--- config.mk ---
export PLATFORM = sky130hd
export DESIGN_NAME = i2c_slave_with_write_key
export DESIGN_NICKNAME = d
export VERILOG_FILES = /design/src/hdl/i2c_key_pkg.sv /design/src/hdl/i2c_slave_with_write_key.sv
export SDC_FILE = /design/constraint.sdc
export NUM_CORES = 1
export LEC_CHECK = 0
export BUFFER_PORTS_ARGS = -buffer_cell sky130_fd_sc_hd__buf_4
export CORE_UTILIZATION = 30
export DETAILED_ROUTE_END_ITERATION = 8
export SYNTH_ARGS = -nofsm -noshare
export SYNTH_HDL_FRONTEND = slang
export SYNTH_SLANG_ARGS = --single-unit
--- constraint.sdc ---
create_clock -name ref_clk_i -period 10.98 [get_ports ref_clk_i]
set_input_delay 2.196 -clock ref_clk_i [delete_from_list [all_inputs] [get_ports ref_clk_i]]
set_output_delay 2.196 -clock ref_clk_i [all_outputs]
set_load 0.1 [all_outputs]
--- src/hdl/i2c_key_pkg.sv ---
// Constants for the keyed I2C slave register port.
// Assumes a single 100 MHz system clock; bus pins arrive asynchronously.
// Contract
// Slave up to 400 kbit/s, auto-increment.
// Master makes SCL; SDA bidirectional.
// SDA open-drain, pulled low or released.
// SDA falling while SCL high starts.
// SDA rising while SCL high stops.
// SDA changes only while SCL low.
// Match address, acknowledge, take sub-address.
// Acknowledge address, sub-address, data bytes.
// Register address increments per data byte.
// Stop or data word ends transaction; the code ends it on a stop or a repeated start, not on a data byte.
// Writes 0x0B to 0x1F need key; the code writes 0x0B, the key register, without the key.
// Reads never need the key.
// Key clears after the following transaction.
// Master writes key as address XOR 0x7D.
// Single-confirm write needs key XOR address 0x7D.
// Double-confirm first keyed write only stored.
// Double-confirm updates on two matching keyed writes.
// Intervening transaction abandons double-confirm.
// Reset events restore every register default.
// Reads shift MSB first, stop on NACK.
// Fixed seven-bit address, sample direction bit.
`default_nettype none
package i2c_key_pkg;
   localparam logic [7:0] KEY_REG_ADDR   = 8'h0B; // Key register offset
   localparam logic [7:0] PROT_LO        = 8'h0B; // First protected offset
   localparam logic [7:0] PROT_HI        = 8'h1F; // Last protected offset
   localparam logic [7:0] KEY_MAGIC      = 8'h7D; // Key XOR constant
   localparam logic [7:0] KEY_RESET      = 8'h00; // Key value when cleared
   localparam logic [7:0] REG_RESET      = 8'h00; // Default register value
   localparam int         NUM_REGS       = 32;    // Registers in the file
   localparam logic [6:0] DEF_SLAVE_ADDR = 7'h42; // Plain default address
   localparam logic [31:0] SINGLE_MASK   = 32'h7E402000; // Single-confirm map
   localparam logic [31:0] DOUBLE_MASK   = 32'h003FC000; // Double-confirm map
endpackage
`default_nettype wire

--- src/hdl/i2c_slave_with_write_key.sv ---
// I2C slave port with keyed write protection over a 32-byte register file.
// Assumes SCL and SDA are asynchronous pins and a pull-up exists on SDA.
// Reset strobes from the power controller restore register, key and hold-flag defaults; bus state and pointer are not reset.
`default_nettype none
module i2c_slave_with_write_key #(
   parameter logic [6:0] SLAVE_ADDR = i2c_key_pkg::DEF_SLAVE_ADDR
) (
   input  wire logic        ref_clk_i,     // 100 MHz system clock
   input  wire logic        sys_rst_i,     // Async reset, active high
   input  wire logic        scl_i,         // Bus clock pin
   input  wire logic        sda_i,         // Bus data pin level
   output logic             sda_o,         // Data drive value, always 0
   output logic             sda_oe_n_o,    // Low while pulling SDA low
   input  wire logic        sleep_entry_i, // Active left for sleep/off
   input  wire logic        por_i,         // Power-on reset strobe
   input  wire logic        button_long_i, // Push-button held over 8 s
   input  wire logic        hardware_reset_pin_n, // Reset pin, active low
   input  wire logic        fault_i,       // Fault strobe
   output logic [255:0]     regs_o         // Flat register file contents
);
   // Two-flop synchronisers; first stage is read only by the second
   logic [1:0] scl_sync;      // SCL synchroniser
   logic [1:0] sda_sync;      // SDA synchroniser
   logic [1:0] hrst_sync;     // Reset pin synchroniser
   logic       scl_d;         // Previous synced SCL
   logic       sda_d;         // Previous synced SDA
   logic [7:0] regs [i2c_key_pkg::NUM_REGS]; // Register storage
   logic [7:0] key;           // Key register
   logic       key_armed;     // Key written, set at the write, not yet cleared
   logic       key_used;      // The key write's own transaction has ended
   logic [7:0] hold_data;     // Double-confirm temporary data
   logic [7:0] hold_addr;     // Address the held data belongs to
   logic       hold_valid;    // First keyed write is pending
   logic       hold_fresh;    // Held data set in this transaction
   logic [7:0] shreg;         // Receive/transmit shift register
   logic [3:0] bitcnt;        // Bit counter in a byte
   logic [7:0] ptr;           // Register address pointer
   logic       rd_mode;       // Direction bit of current transfer
   logic       busy;          // Inside an addressed transaction
   logic       byte_nack;     // Master NACKed during a read

   // Slave ack states share one branch; read data follows the address ack
   typedef enum {
      ST_IDLE, ST_ADDR, ST_ADDR_ACK, ST_SUB, ST_SUB_ACK,
      ST_WDATA, ST_WACK, ST_RDATA, ST_RACK
   } state_t;
   state_t state;             // Protocol state

   // Bus edge and condition decode from synced pins
   wire scl_rise   = scl_sync[1] & ~scl_d;
   wire scl_fall   = ~scl_sync[1] & scl_d;
   wire start_cond = scl_sync[1] & scl_d & sda_d & ~sda_sync[1];
   wire stop_cond  = scl_sync[1] & scl_d & ~sda_d & sda_sync[1];
   wire reset_evt  = sleep_entry_i | por_i | button_long_i |
                     ~hrst_sync[1] | fault_i;

   // Protection class decode, shared by the write path
   // Offsets outside the file belong to neither class
   function automatic logic is_single(input logic [7:0] a);
      is_single = (a < 8'(i2c_key_pkg::NUM_REGS)) &&
                  i2c_key_pkg::SINGLE_MASK[a[4:0]];
   endfunction
   function automatic logic is_double(input logic [7:0] a);
      is_double = (a < 8'(i2c_key_pkg::NUM_REGS)) &&
                  i2c_key_pkg::DOUBLE_MASK[a[4:0]];
   endfunction

   wire [7:0] rx_byte   = {shreg[6:0], sda_sync[1]};   // Byte at 8th bit
   wire       key_ok    = key_armed &&
                          ((key ^ ptr) == i2c_key_pkg::KEY_MAGIC);
   // Key armed but not yet counted: this transaction wrote it
   wire       key_txn   = key_armed && !key_used;
   wire       in_prot   = (ptr >= i2c_key_pkg::PROT_LO) &&
                          (ptr <= i2c_key_pkg::PROT_HI) &&
                          (ptr != i2c_key_pkg::KEY_REG_ADDR);
   wire       single_wr = is_single(ptr);
   wire       double_wr = is_double(ptr);
   wire       open_wr   = !in_prot && (ptr < 8'(i2c_key_pkg::NUM_REGS));
   wire       dbl_match = hold_valid && (hold_addr == ptr) &&
                          (hold_data == rx_byte);
   // Offsets past the file read as zero; writes there are dropped
   wire [7:0] rd_byte   = (ptr < 8'(i2c_key_pkg::NUM_REGS)) ?
                          ((ptr == i2c_key_pkg::KEY_REG_ADDR) ? key :
                           regs[ptr[4:0]]) : 8'h00;
   // Only an addressed transfer counts; a foreign address is ignored
   wire       txn_end   = busy && (stop_cond || start_cond);

   // Flatten register file onto the output bus
   genvar gi;
   generate
      for (gi = 0; gi < i2c_key_pkg::NUM_REGS; gi++)
      begin : g_flat
         assign regs_o[gi*8 +: 8] = regs[gi];
      end
   endgenerate

   // Pin synchronisers and edge history; reset values match the idle
   // high bus, so that no false edge follows reset
   // The data drive value is a flop as well, held low for open drain
   always_ff @(posedge ref_clk_i or posedge sys_rst_i)
   begin
      if (sys_rst_i)
      begin
         scl_sync  <= 2'h3;
         sda_sync  <= 2'h3;
         hrst_sync <= 2'h3;
         scl_d     <= 1'b1;
         sda_d     <= 1'b1;
         sda_o     <= 1'b0;
      end
      else
      begin
         scl_sync  <= {scl_sync[0], scl_i};
         sda_sync  <= {sda_sync[0], sda_i};
         hrst_sync <= {hrst_sync[0], hardware_reset_pin_n};
         scl_d     <= scl_sync[1];
         sda_d     <= sda_sync[1];
         sda_o     <= 1'b0;
      end
   end

   // Protocol engine; sda changes only after SCL falls
   always_ff @(posedge ref_clk_i or posedge sys_rst_i)
   begin
      if (sys_rst_i)
      begin
         state      <= ST_IDLE;
         shreg      <= 8'h00;
         bitcnt     <= 4'h0;
         ptr        <= 8'h00;
         rd_mode    <= 1'b0;
         busy       <= 1'b0;
         byte_nack  <= 1'b0;
         sda_oe_n_o <= 1'b1;
      end
      else if (start_cond)
      begin
         // Repeated start keeps the pointer for combined transfers
         // A start inside a byte drops that byte; nothing is written
         state      <= ST_ADDR;
         bitcnt     <= 4'h0;
         sda_oe_n_o <= 1'b1;
         busy       <= 1'b0;
      end
      else if (stop_cond)
      begin
         // Stop ends the transfer; the pointer stays for the next one
         state      <= ST_IDLE;
         sda_oe_n_o <= 1'b1;
         busy       <= 1'b0;
      end
      else
      begin
         unique case (state)
            ST_IDLE:
            begin
               // Silent until the next start, also after a foreign address
               sda_oe_n_o <= 1'b1;
            end
            ST_ADDR, ST_SUB, ST_WDATA:
            begin
               // Sample on SCL rising edge
               if (scl_rise)
               begin
                  shreg  <= rx_byte;
                  bitcnt <= bitcnt + 4'h1;
                  if (bitcnt == 4'h7)
                  begin
                     if (state == ST_ADDR)
                     begin
                        if (rx_byte[7:1] == SLAVE_ADDR)
                        begin
                           rd_mode <= rx_byte[0];
                           busy    <= 1'b1;
                           state   <= ST_ADDR_ACK;
                        end
                        else
                           state <= ST_IDLE;
                     end
                     else if (state == ST_SUB)
                        state <= ST_SUB_ACK;
                     else
                        state <= ST_WACK;
                  end
               end
               // The ack itself is driven from the ack states below
            end
            ST_ADDR_ACK, ST_SUB_ACK, ST_WACK:
            begin
               // First fall after bit 8 pulls the line low for the ack.
               // Count 9 marks the ack clock, so that the next fall ends
               // it; without it the ack would be driven again for ever
               if (scl_fall && bitcnt == 4'h8)
               begin
                  sda_oe_n_o <= 1'b0;
                  bitcnt     <= 4'h9;
               end
               else if (scl_fall)
               begin
                  // End of ack clock: release or load read data
                  bitcnt <= 4'h0;
                  if (state == ST_SUB_ACK)
                     ptr <= shreg;
                  if (state == ST_WACK)
                     ptr <= ptr + 8'h01;
                  if (state == ST_ADDR_ACK && rd_mode)
                  begin
                     shreg      <= rd_byte;
                     sda_oe_n_o <= rd_byte[7];
                     bitcnt     <= 4'h1;
                     state      <= ST_RDATA;
                  end
                  else
                  begin
                     sda_oe_n_o <= 1'b1;
                     state <= (state == ST_ADDR_ACK) ? ST_SUB : ST_WDATA;
                  end
               end
            end
            ST_RDATA:
            begin
               // Shift MSB first on each falling edge
               if (scl_fall)
               begin
                  // Count 8: all bits are out; free the line for the master
                  if (bitcnt == 4'h8)
                  begin
                     sda_oe_n_o <= 1'b1;
                     state      <= ST_RACK;
                     ptr        <= ptr + 8'h01;
                  end
                  else
                  begin
                     sda_oe_n_o <= shreg[3'(4'h7 - bitcnt)];
                     bitcnt     <= bitcnt + 4'h1;
                  end
               end
            end
            ST_RACK:
            begin
               // Master ack sampled on rise; NACK ends driving
               if (scl_rise)
                  byte_nack <= sda_sync[1];
               if (scl_fall)
               begin
                  // NACK stops driving; an ACK loads the next register
                  if (byte_nack)
                     state <= ST_IDLE;
                  else
                  begin
                     shreg      <= rd_byte;
                     sda_oe_n_o <= rd_byte[7];
                     bitcnt     <= 4'h1;
                     state      <= ST_RDATA;
                  end
               end
            end
         endcase
      end
   end

   // Write effect at eighth data bit of a write byte
   // Gated off start and stop, so a cut byte never reaches a register
   wire wr_strobe = (state == ST_WDATA) && scl_rise && (bitcnt == 4'h7)
                    && !start_cond && !stop_cond;

   // Register file, key and double-confirm store
   always_ff @(posedge ref_clk_i or posedge sys_rst_i)
   begin
      if (sys_rst_i)
      begin
         for (int i = 0; i < i2c_key_pkg::NUM_REGS; i++)
            regs[i] <= i2c_key_pkg::REG_RESET;
         key        <= i2c_key_pkg::KEY_RESET;
         key_armed  <= 1'b0;
         key_used   <= 1'b0;
         hold_data  <= 8'h00;
         hold_addr  <= 8'h00;
         hold_valid <= 1'b0;
         hold_fresh <= 1'b0;
      end
      else if (reset_evt)
      begin
         // Any power event wipes registers, key and hold flags back to defaults
         // Events win over a bus write that lands in the same cycle
         for (int i = 0; i < i2c_key_pkg::NUM_REGS; i++)
            regs[i] <= i2c_key_pkg::REG_RESET;
         key        <= i2c_key_pkg::KEY_RESET;
         key_armed  <= 1'b0;
         key_used   <= 1'b0;
         hold_valid <= 1'b0;
         hold_fresh <= 1'b0;
      end
      else if (txn_end)
      begin
         // Key write arms; the next transaction consumes it
         if (key_used)
         begin
            key       <= i2c_key_pkg::KEY_RESET;
            key_armed <= 1'b0;
            key_used  <= 1'b0;
         end
         else if (key_armed)
            key_used <= 1'b1;
         // A pending first write survives its own transaction and the
         // key write that follows it; any other transaction drops it
         if (!hold_fresh && !key_txn)
            hold_valid <= 1'b0;
         hold_fresh <= 1'b0;
      end
      else if (wr_strobe)
      begin
         if (ptr == i2c_key_pkg::KEY_REG_ADDR)
         begin
            key       <= rx_byte;
            key_armed <= 1'b1;
            key_used  <= 1'b0;
         end
         else if (open_wr)
            regs[ptr[4:0]] <= rx_byte;
         else if (single_wr && key_ok)
            regs[ptr[4:0]] <= rx_byte;
         else if (double_wr && key_ok && dbl_match)
         begin
            regs[ptr[4:0]] <= rx_byte;
            hold_valid     <= 1'b0;
         end
         else if (double_wr && key_ok)
         begin
            hold_data  <= rx_byte;
            hold_addr  <= ptr;
            hold_valid <= 1'b1;
            hold_fresh <= 1'b1;
         end
         else if (double_wr)
            hold_valid <= 1'b0;
      end
   end

   // sampling at 100 MHz resolves 400 kHz edges easily;
   // a glitch shorter than two clocks can still slip through, since
   // the block has no spike filter of its own
endmodule
`default_nettype wire

Word level (Yosys, flattened, before mapping)

Memories as Yosys holds them, arrays and structs flattened.
Index checks and enable logic that the tools add are counted.

Flip-flop bits (word level): 348
Bits in read-only memories: 64
Input bits: 9
Logic and storage cells: 317
Memories kept: 2

Add/subtract/negate cells: 3
Order comparisons: 7
Eq/ne operators: 55
Muxes and demuxes: 111
Bitwise gates (word level): 26
Reductions and logical operators: 61

Memories:

| memory           | depth | bits a word | read ports | clocked after Yosys merged registers in | wr ports | RTL line                       | RTL |
|---|---|---|---|---|---|---|---|
| (name not given) | 32    | 1           | 1          | 0                                       | 0        | i2c_slave_with_write_key.sv:65 | `i2c_key_pkg::DOUBLE_MASK[a[4:0]];` |
| (name not given) | 32    | 1           | 1          | 0                                       | 0        | i2c_slave_with_write_key.sv:61 | `i2c_key_pkg::SINGLE_MASK[a[4:0]];` |

Operators by type and width:

| kind                | count |
|---|---|
| $mux 256            | 7 |
| $mux 32             | 10 |
| $bwmux 256          | 1 |
| $eq 32x3->1 const B | 6 |
| $mux 8              | 22 |
| $eq 32x4->1 const B | 4 |
| $pmux 32 s4         | 1 |
| $eq 32x2->1 const B | 3 |
| $mux 1              | 49 |
| $bmux 8 s5          | 1 |
| $demux 8 s5         | 1 |
| $mux 4              | 9 |
| $ne 4x4->1 const B  | 9 |
| $eq 32x1->1 const B | 1 |
| $logic_not 32->1    | 1 |
| $reduce_and 8->1    | 4 |
| $ne 3x3->1 const B  | 10 |
| $reduce_bool 3->1   | 9 |
| $pmux 8 s3          | 1 |
| $ne 2x2->1 const B  | 11 |
| $logic_and 1x1->1   | 21 |
| $eq 8x8->1          | 2 |
| $pmux 4 s4          | 1 |
| $pmux 8 s2          | 1 |
| 41 further kinds    | 78 |

Logic depth before layout (Yosys ltp)

Depth after elaboration: 13
Gate-level depth with buffers: 14

Worst setup path after synthesis

OpenSTA, ideal clock, no wires.

Kind: input -> register
Start: input port button_long_i
End: register regs, in the netlist regs_o[45]
Setup time: 82 ps
Arrival time: 3,654 ps
Setup slack: 7,244 ps
Stages: 8
Path buffers: 4
Cells stage by stage: nor2_1 -> and3_1 -> clkbuf_1 -> clkbuf_1 -> clkbuf_1 -> clkbuf_1 -> nand2_1 -> mux2i_1

Longest elaborated chain between the ends: 5
Elaborated cells between the ends (all ways): 9
Classes of those cells: eq/ne (2); mux (1); bitwise (3); reduce/logical (3)

Ends and longest elaborated chain:

| item                                                | RTL line                        | RTL |
|---|---|---|
| from (decl)                                         | i2c_slave_with_write_key.sv:16  | `input wire logic button_long_i,` |
| $or 1x1->1 (*) (2 in series)                        | i2c_slave_with_write_key.sv:54  | `wire reset_evt = sleep_entry_i \| por_i \| button_long_i \|` |
| $or 1x1->1 (*)                                      | i2c_slave_with_write_key.sv:55  | `~hrst_sync[1] \| fault_i;` |
| $ne 2x2->1 (no source line) (tied with other cells) | n/a                             |  |
| $reduce_and 4->1 (no source line)                   | n/a                             |  |
| to (signal, indexed assignment)                     | i2c_slave_with_write_key.sv:273 | `regs[i] <= i2c_key_pkg::REG_RESET;` |
| to (signal, indexed assignment)                     | i2c_slave_with_write_key.sv:287 | `regs[i] <= i2c_key_pkg::REG_RESET;` |
| to (signal, indexed assignment)                     | i2c_slave_with_write_key.sv:320 | `regs[ptr[4:0]] <= rx_byte;` |
| to (decl)                                           | i2c_slave_with_write_key.sv:27  | `logic [7:0] regs [i2c_key_pkg::NUM_REGS];` |

Every way passes the cells marked *; elsewhere a longest branch is shown, timed or not.
A chain may end at the register's enable or synchronous reset.

Final worst setup path

Start: register ptr[0]
End: register regs, in the netlist regs_o[122]

Longest elaborated chain between the ends: 13
Elaborated cells between the ends (all ways): 41
Classes of those cells: order compare (5); eq/ne (5); mux (12); bitwise (2); reduce/logical (15); memory (2)

Ends and longest elaborated chain:

| item                                                                  | RTL line                                                                                          | RTL |
|---|---|---|
| from (decl)                                                           | i2c_slave_with_write_key.sv:37                                                                    | `logic [7:0] ptr;` |
| from (signal assigned)                                                | i2c_slave_with_write_key.sv:203                                                                   | `ptr <= shreg;` |
| from (signal assigned)                                                | i2c_slave_with_write_key.sv:205                                                                   | `ptr <= ptr + 8'h01;` |
| from (signal assigned)                                                | i2c_slave_with_write_key.sv:230                                                                   | `ptr <= ptr + 8'h01;` |
| $not 5->6 (not written as such)                                       | i2c_slave_with_write_key.sv:320, i2c_slave_with_write_key.sv:322, i2c_slave_with_write_key.sv:325 |  |
| $ge 6x6->1 (not written as such) / $lt 6x1->1 (equally long branches) | i2c_slave_with_write_key.sv:320, i2c_slave_with_write_key.sv:322, i2c_slave_with_write_key.sv:325 |  |
| $logic_and 1x1->1 (not written as such)                               | i2c_slave_with_write_key.sv:320, i2c_slave_with_write_key.sv:322, i2c_slave_with_write_key.sv:325 |  |
| $mux 8 (not written as such)                                          | i2c_slave_with_write_key.sv:320, i2c_slave_with_write_key.sv:322, i2c_slave_with_write_key.sv:325 |  |
| $demux 8 s5                                                           | i2c_slave_with_write_key.sv:320, i2c_slave_with_write_key.sv:322, i2c_slave_with_write_key.sv:325 |  |
| $bwmux 256                                                            | i2c_slave_with_write_key.sv:320, i2c_slave_with_write_key.sv:322, i2c_slave_with_write_key.sv:325 |  |
| $mux 256                                                              | i2c_slave_with_write_key.sv:323                                                                   | `else if (double_wr && key_ok && dbl_match)` |
| $mux 256                                                              | i2c_slave_with_write_key.sv:321                                                                   | `else if (single_wr && key_ok)` |
| $mux 256                                                              | i2c_slave_with_write_key.sv:319                                                                   | `else if (open_wr)` |
| $mux 256                                                              | i2c_slave_with_write_key.sv:313                                                                   | `if (ptr == i2c_key_pkg::KEY_REG_ADDR)` |
| $mux 256                                                              | i2c_slave_with_write_key.sv:311                                                                   | `else if (wr_strobe)` |
| $mux 256                                                              | i2c_slave_with_write_key.sv:294                                                                   | `else if (txn_end)` |
| $mux 256                                                              | i2c_slave_with_write_key.sv:282                                                                   | `else if (reset_evt)` |
| to (signal, indexed assignment)                                       | i2c_slave_with_write_key.sv:287                                                                   |  |
| to (signal, indexed assignment)                                       | i2c_slave_with_write_key.sv:320                                                                   |  |
| to (signal, indexed assignment)                                       | i2c_slave_with_write_key.sv:322                                                                   | `regs[ptr[4:0]] <= rx_byte;` |

Several ways; a longest one is shown, not always the timed one. The select of a mux whose other input is x is not followed.

==> metrics.cfg <==
[sta]
tns_ns=0
final-hold-violation-count=0
min_period_over_period_pct=42.2
maxSlewViolCount=0
max_slew_margin_pct=18.4
max_freq_ghz=0.216
setup_violations=0
clock_skew_ns=0.0219
tightest_slew_ns=1.22
period_needed_ns=4.63
rsz0062_at_grt=false

[clock_tree]
cts_tree=done
cts_hold_buf=0
cts_resized=0
htreeDepth=2
cts_max_path_buffers=3
postCtsSetupBuffers=0
cts_made_buffers=39
insertion_delay_ns=0.56
cts-root-buf=clkbuf_16
cts.sinks=320
clkTransAtPathRegs_ns=0.06

[placement]
routabilityCongestion=0.892
dp_hpwl_mm=40.3
portBuffers=265
dpl_cell_area_um2=19400

[synth]
yosysUniqueCellTypes=70
synth-edff-count=0
ys_warn_count=0
yosysTopAreaCell=dfrtp_1
seq_area_frac_synth_pct=47.9
postSynthAreaPerCell_um2=11.7
synth_seq_cells=320
synth_area_leaders=dfrtp_1 (46%), mux2i_1 (15%), mux4_2 (8.2%)
synth_cells=1432
synthesis.area_um2=16800
synth_async_sr_flop_share_pct=100
synth_fp_nets=1448
synthFlopType=dfrtp_1
yosysTopAreaCellShare_pct=46.4

[global_routing]
antenna_found_initial=0
grt_max_degree=194
grt_pass1_vias=12718
track_usage_pct=20.4
grt.overflow.total=0
grt_pass1_wl_mm=86.1

[worst_setup_path]
worstSetupPathType=reg -> reg
crit_chain=inv_1, ha_1, or3b_2, a21oi_1, o2111ai_1, nand2_2, buf_4, o2111ai_4, mux2i_1
critPathBufInv=2
slowest_delay_ns=1.00
crit_fanout=40
cp_slowest_cell=dfrtp_4
crit_start=ptr[0]
end_kind=register
worstPathArrival_ns=5.07
reg2reg_from=ptr[0]
worstSetupStartpointType=register
worst_ep_required_time_ns=11.42
path_delay_family=flip-flops

[cells_and_area]
finalNetCount=1655
antenna_cells=0
area_growth_pct=23.5
fill_cells=5417
drive_gt1_share_pct=29.3
final_area_um2=20700

[route]
drt_pass1_iterations=5
drt_iter0_drc=995
viasPerCell=5.20
routedWlPerCell_um=24.1
vias=12566
wirelength_mm=58.3
drc=0
drtAntennaViolNets=0

[floorplan]
dieArea_um2=56800
rows=86
die_x_um=238
io-pin-count=267
core_um2=55100
die_h_um=238
initial_utilization_pct=30.4

[power_and_ir_drop]
irDropWorstVdd_mv=0.158
power.density_nw_per_um2=160
p_leak_nw=10.4

[hold_path]
hp-start=hrst_sync[0]
hold_class=reg -> reg

[job]
drv_cap=0

[run_status]
status=complete, no violations

[where the power goes]
| group | total [mW] | switching, mW | internal, mW | leakage, nW |
|---|---|---|---|---|
| Sequential | 1.34 | 0.121 | 1.22 | 4.40 |
| Clock | 1.36 | 0.526 | 0.831 | 0.662 |
| Combinational | 0.625 | 0.428 | 0.197 | 5.31 |
[worst paths after layout]
check                                to  slack [ns]  cells after the start
setup / recovery            regs_o[122]        6.35                      9
hold / removal             hrst_sync[1]        0.36                      0
setup reg to reg            regs_o[122]        6.35                      9
hold reg to reg            hrst_sync[1]        0.36                      0
max in group asynchronous   regs_o[184]        7.69                      4
min in group asynchronous   regs_o[250]        1.83                      3
[worst reg2reg max path, cell delays in order, from the launching register on]
cell       delay, ns
dfrtp_4         1.00
inv_1           0.35
ha_1            0.60
or3b_2          0.57
a21oi_1         0.13
o2111ai_1       0.24
nand2_2         0.16
buf_4           0.64
o2111ai_4       0.47
mux2i_1         0.34
[routing by layer]
metal	wire length (um)	GRT usage [%]
met1	24700	26.7
met2	27200	32.2
met3	3950	4.52
met4	2350	9.11
met5	0	0
[placed cells by master, fill, tap and decap left out, types with 6 or more instances in the layout]
master	count
a21oi_1	27
a22o_1	10
a22oi_1	11
a31oi_1	12
and2_1	21
and3_1	6
buf_4	281
clkbuf_1	7
clkbuf_16	41
clkbuf_8	12
dfrtp_1	309
dfstp_2	9
ha_1	7
inv_1	9
mux2_2	24
mux2i_1	256
mux4_2	61
nand2_1	287
nand2b_1	7
nand3_1	25
nand4_1	6
nor2_1	38
nor2b_1	14
nor3_1	6
o2111ai_4	27
o211ai_1	14
o21ai_0	22
o221ai_1	6
o22ai_1	8
xnor2_1	20
[per-stage QoR]
step	hold slack (ns)	setup slack [ns]	util [%]	power, mW	std cells
6_report	0.357	6.35	37.6	3.32	2415
2_1_floorplan	0.345	4.52	-	1.83	1432
5_1_grt	0.358	6.07	37.6	3.44	2415
3_5_place_dp	0.350	6.11	35.1	1.98	2346
3_3_place_gp	0.349	6.21	35.1	1.98	2346
4_1_cts	0.357	6.28	37.6	3.34	2415
[cell type report]
cell class	count	area (um2)	share of cell area, %
multi-input combinational	984	8190	39.5
tap	748	936	4.52
clock inverter	9	123	0.592
sequential	320	8030	38.8
timing repair buffer	284	2170	10.5
clock buffer	60	1220	5.88
inverter	10	41.3	0.199
[synth_stat cells (all sizes together), types with 6 or more instances]
cell type	count
nor3	7
mux4	61
nand3	25
buf	39
dfstp	9
o2111ai	28
a21oi	27
ha	7
a22oi	11
mux2	24
o211ai	15
nand2	289
mux2i	256
o22ai	8
o21ai	24
nand2b	7
xnor2	20
a22o	10
nor2b	14
a31oi	12
nor2	39
nand4	7
clkbuf	79
o221ai	6
and3	7
dfrtp	311
inv	10
and2	21
[registers in the layout, indices dropped and copies added (netlist names), 2 cells and up]
name,count
regs_o,256
hold_addr,8
hold_data,8
key,8
ptr,8
shreg,8
bitcnt,4
state,4
hrst_sync,2
scl_sync,2
sda_sync,2
[cell families (layout without fill, tap and decap cells)]
kind of cell	Yosys count	in the layout	share of synthesized area [%]
other cells	1	1	0.0224
simple gates	445	445	11.9
fa+ha+maj	7	7	0.523
buf+inv	128	363	3.40
flops	320	320	47.9
compound gates	168	168	10.0
xor+xnor	22	22	1.15
mux	341	341	25.1
(Power assumes the default switching activity.)
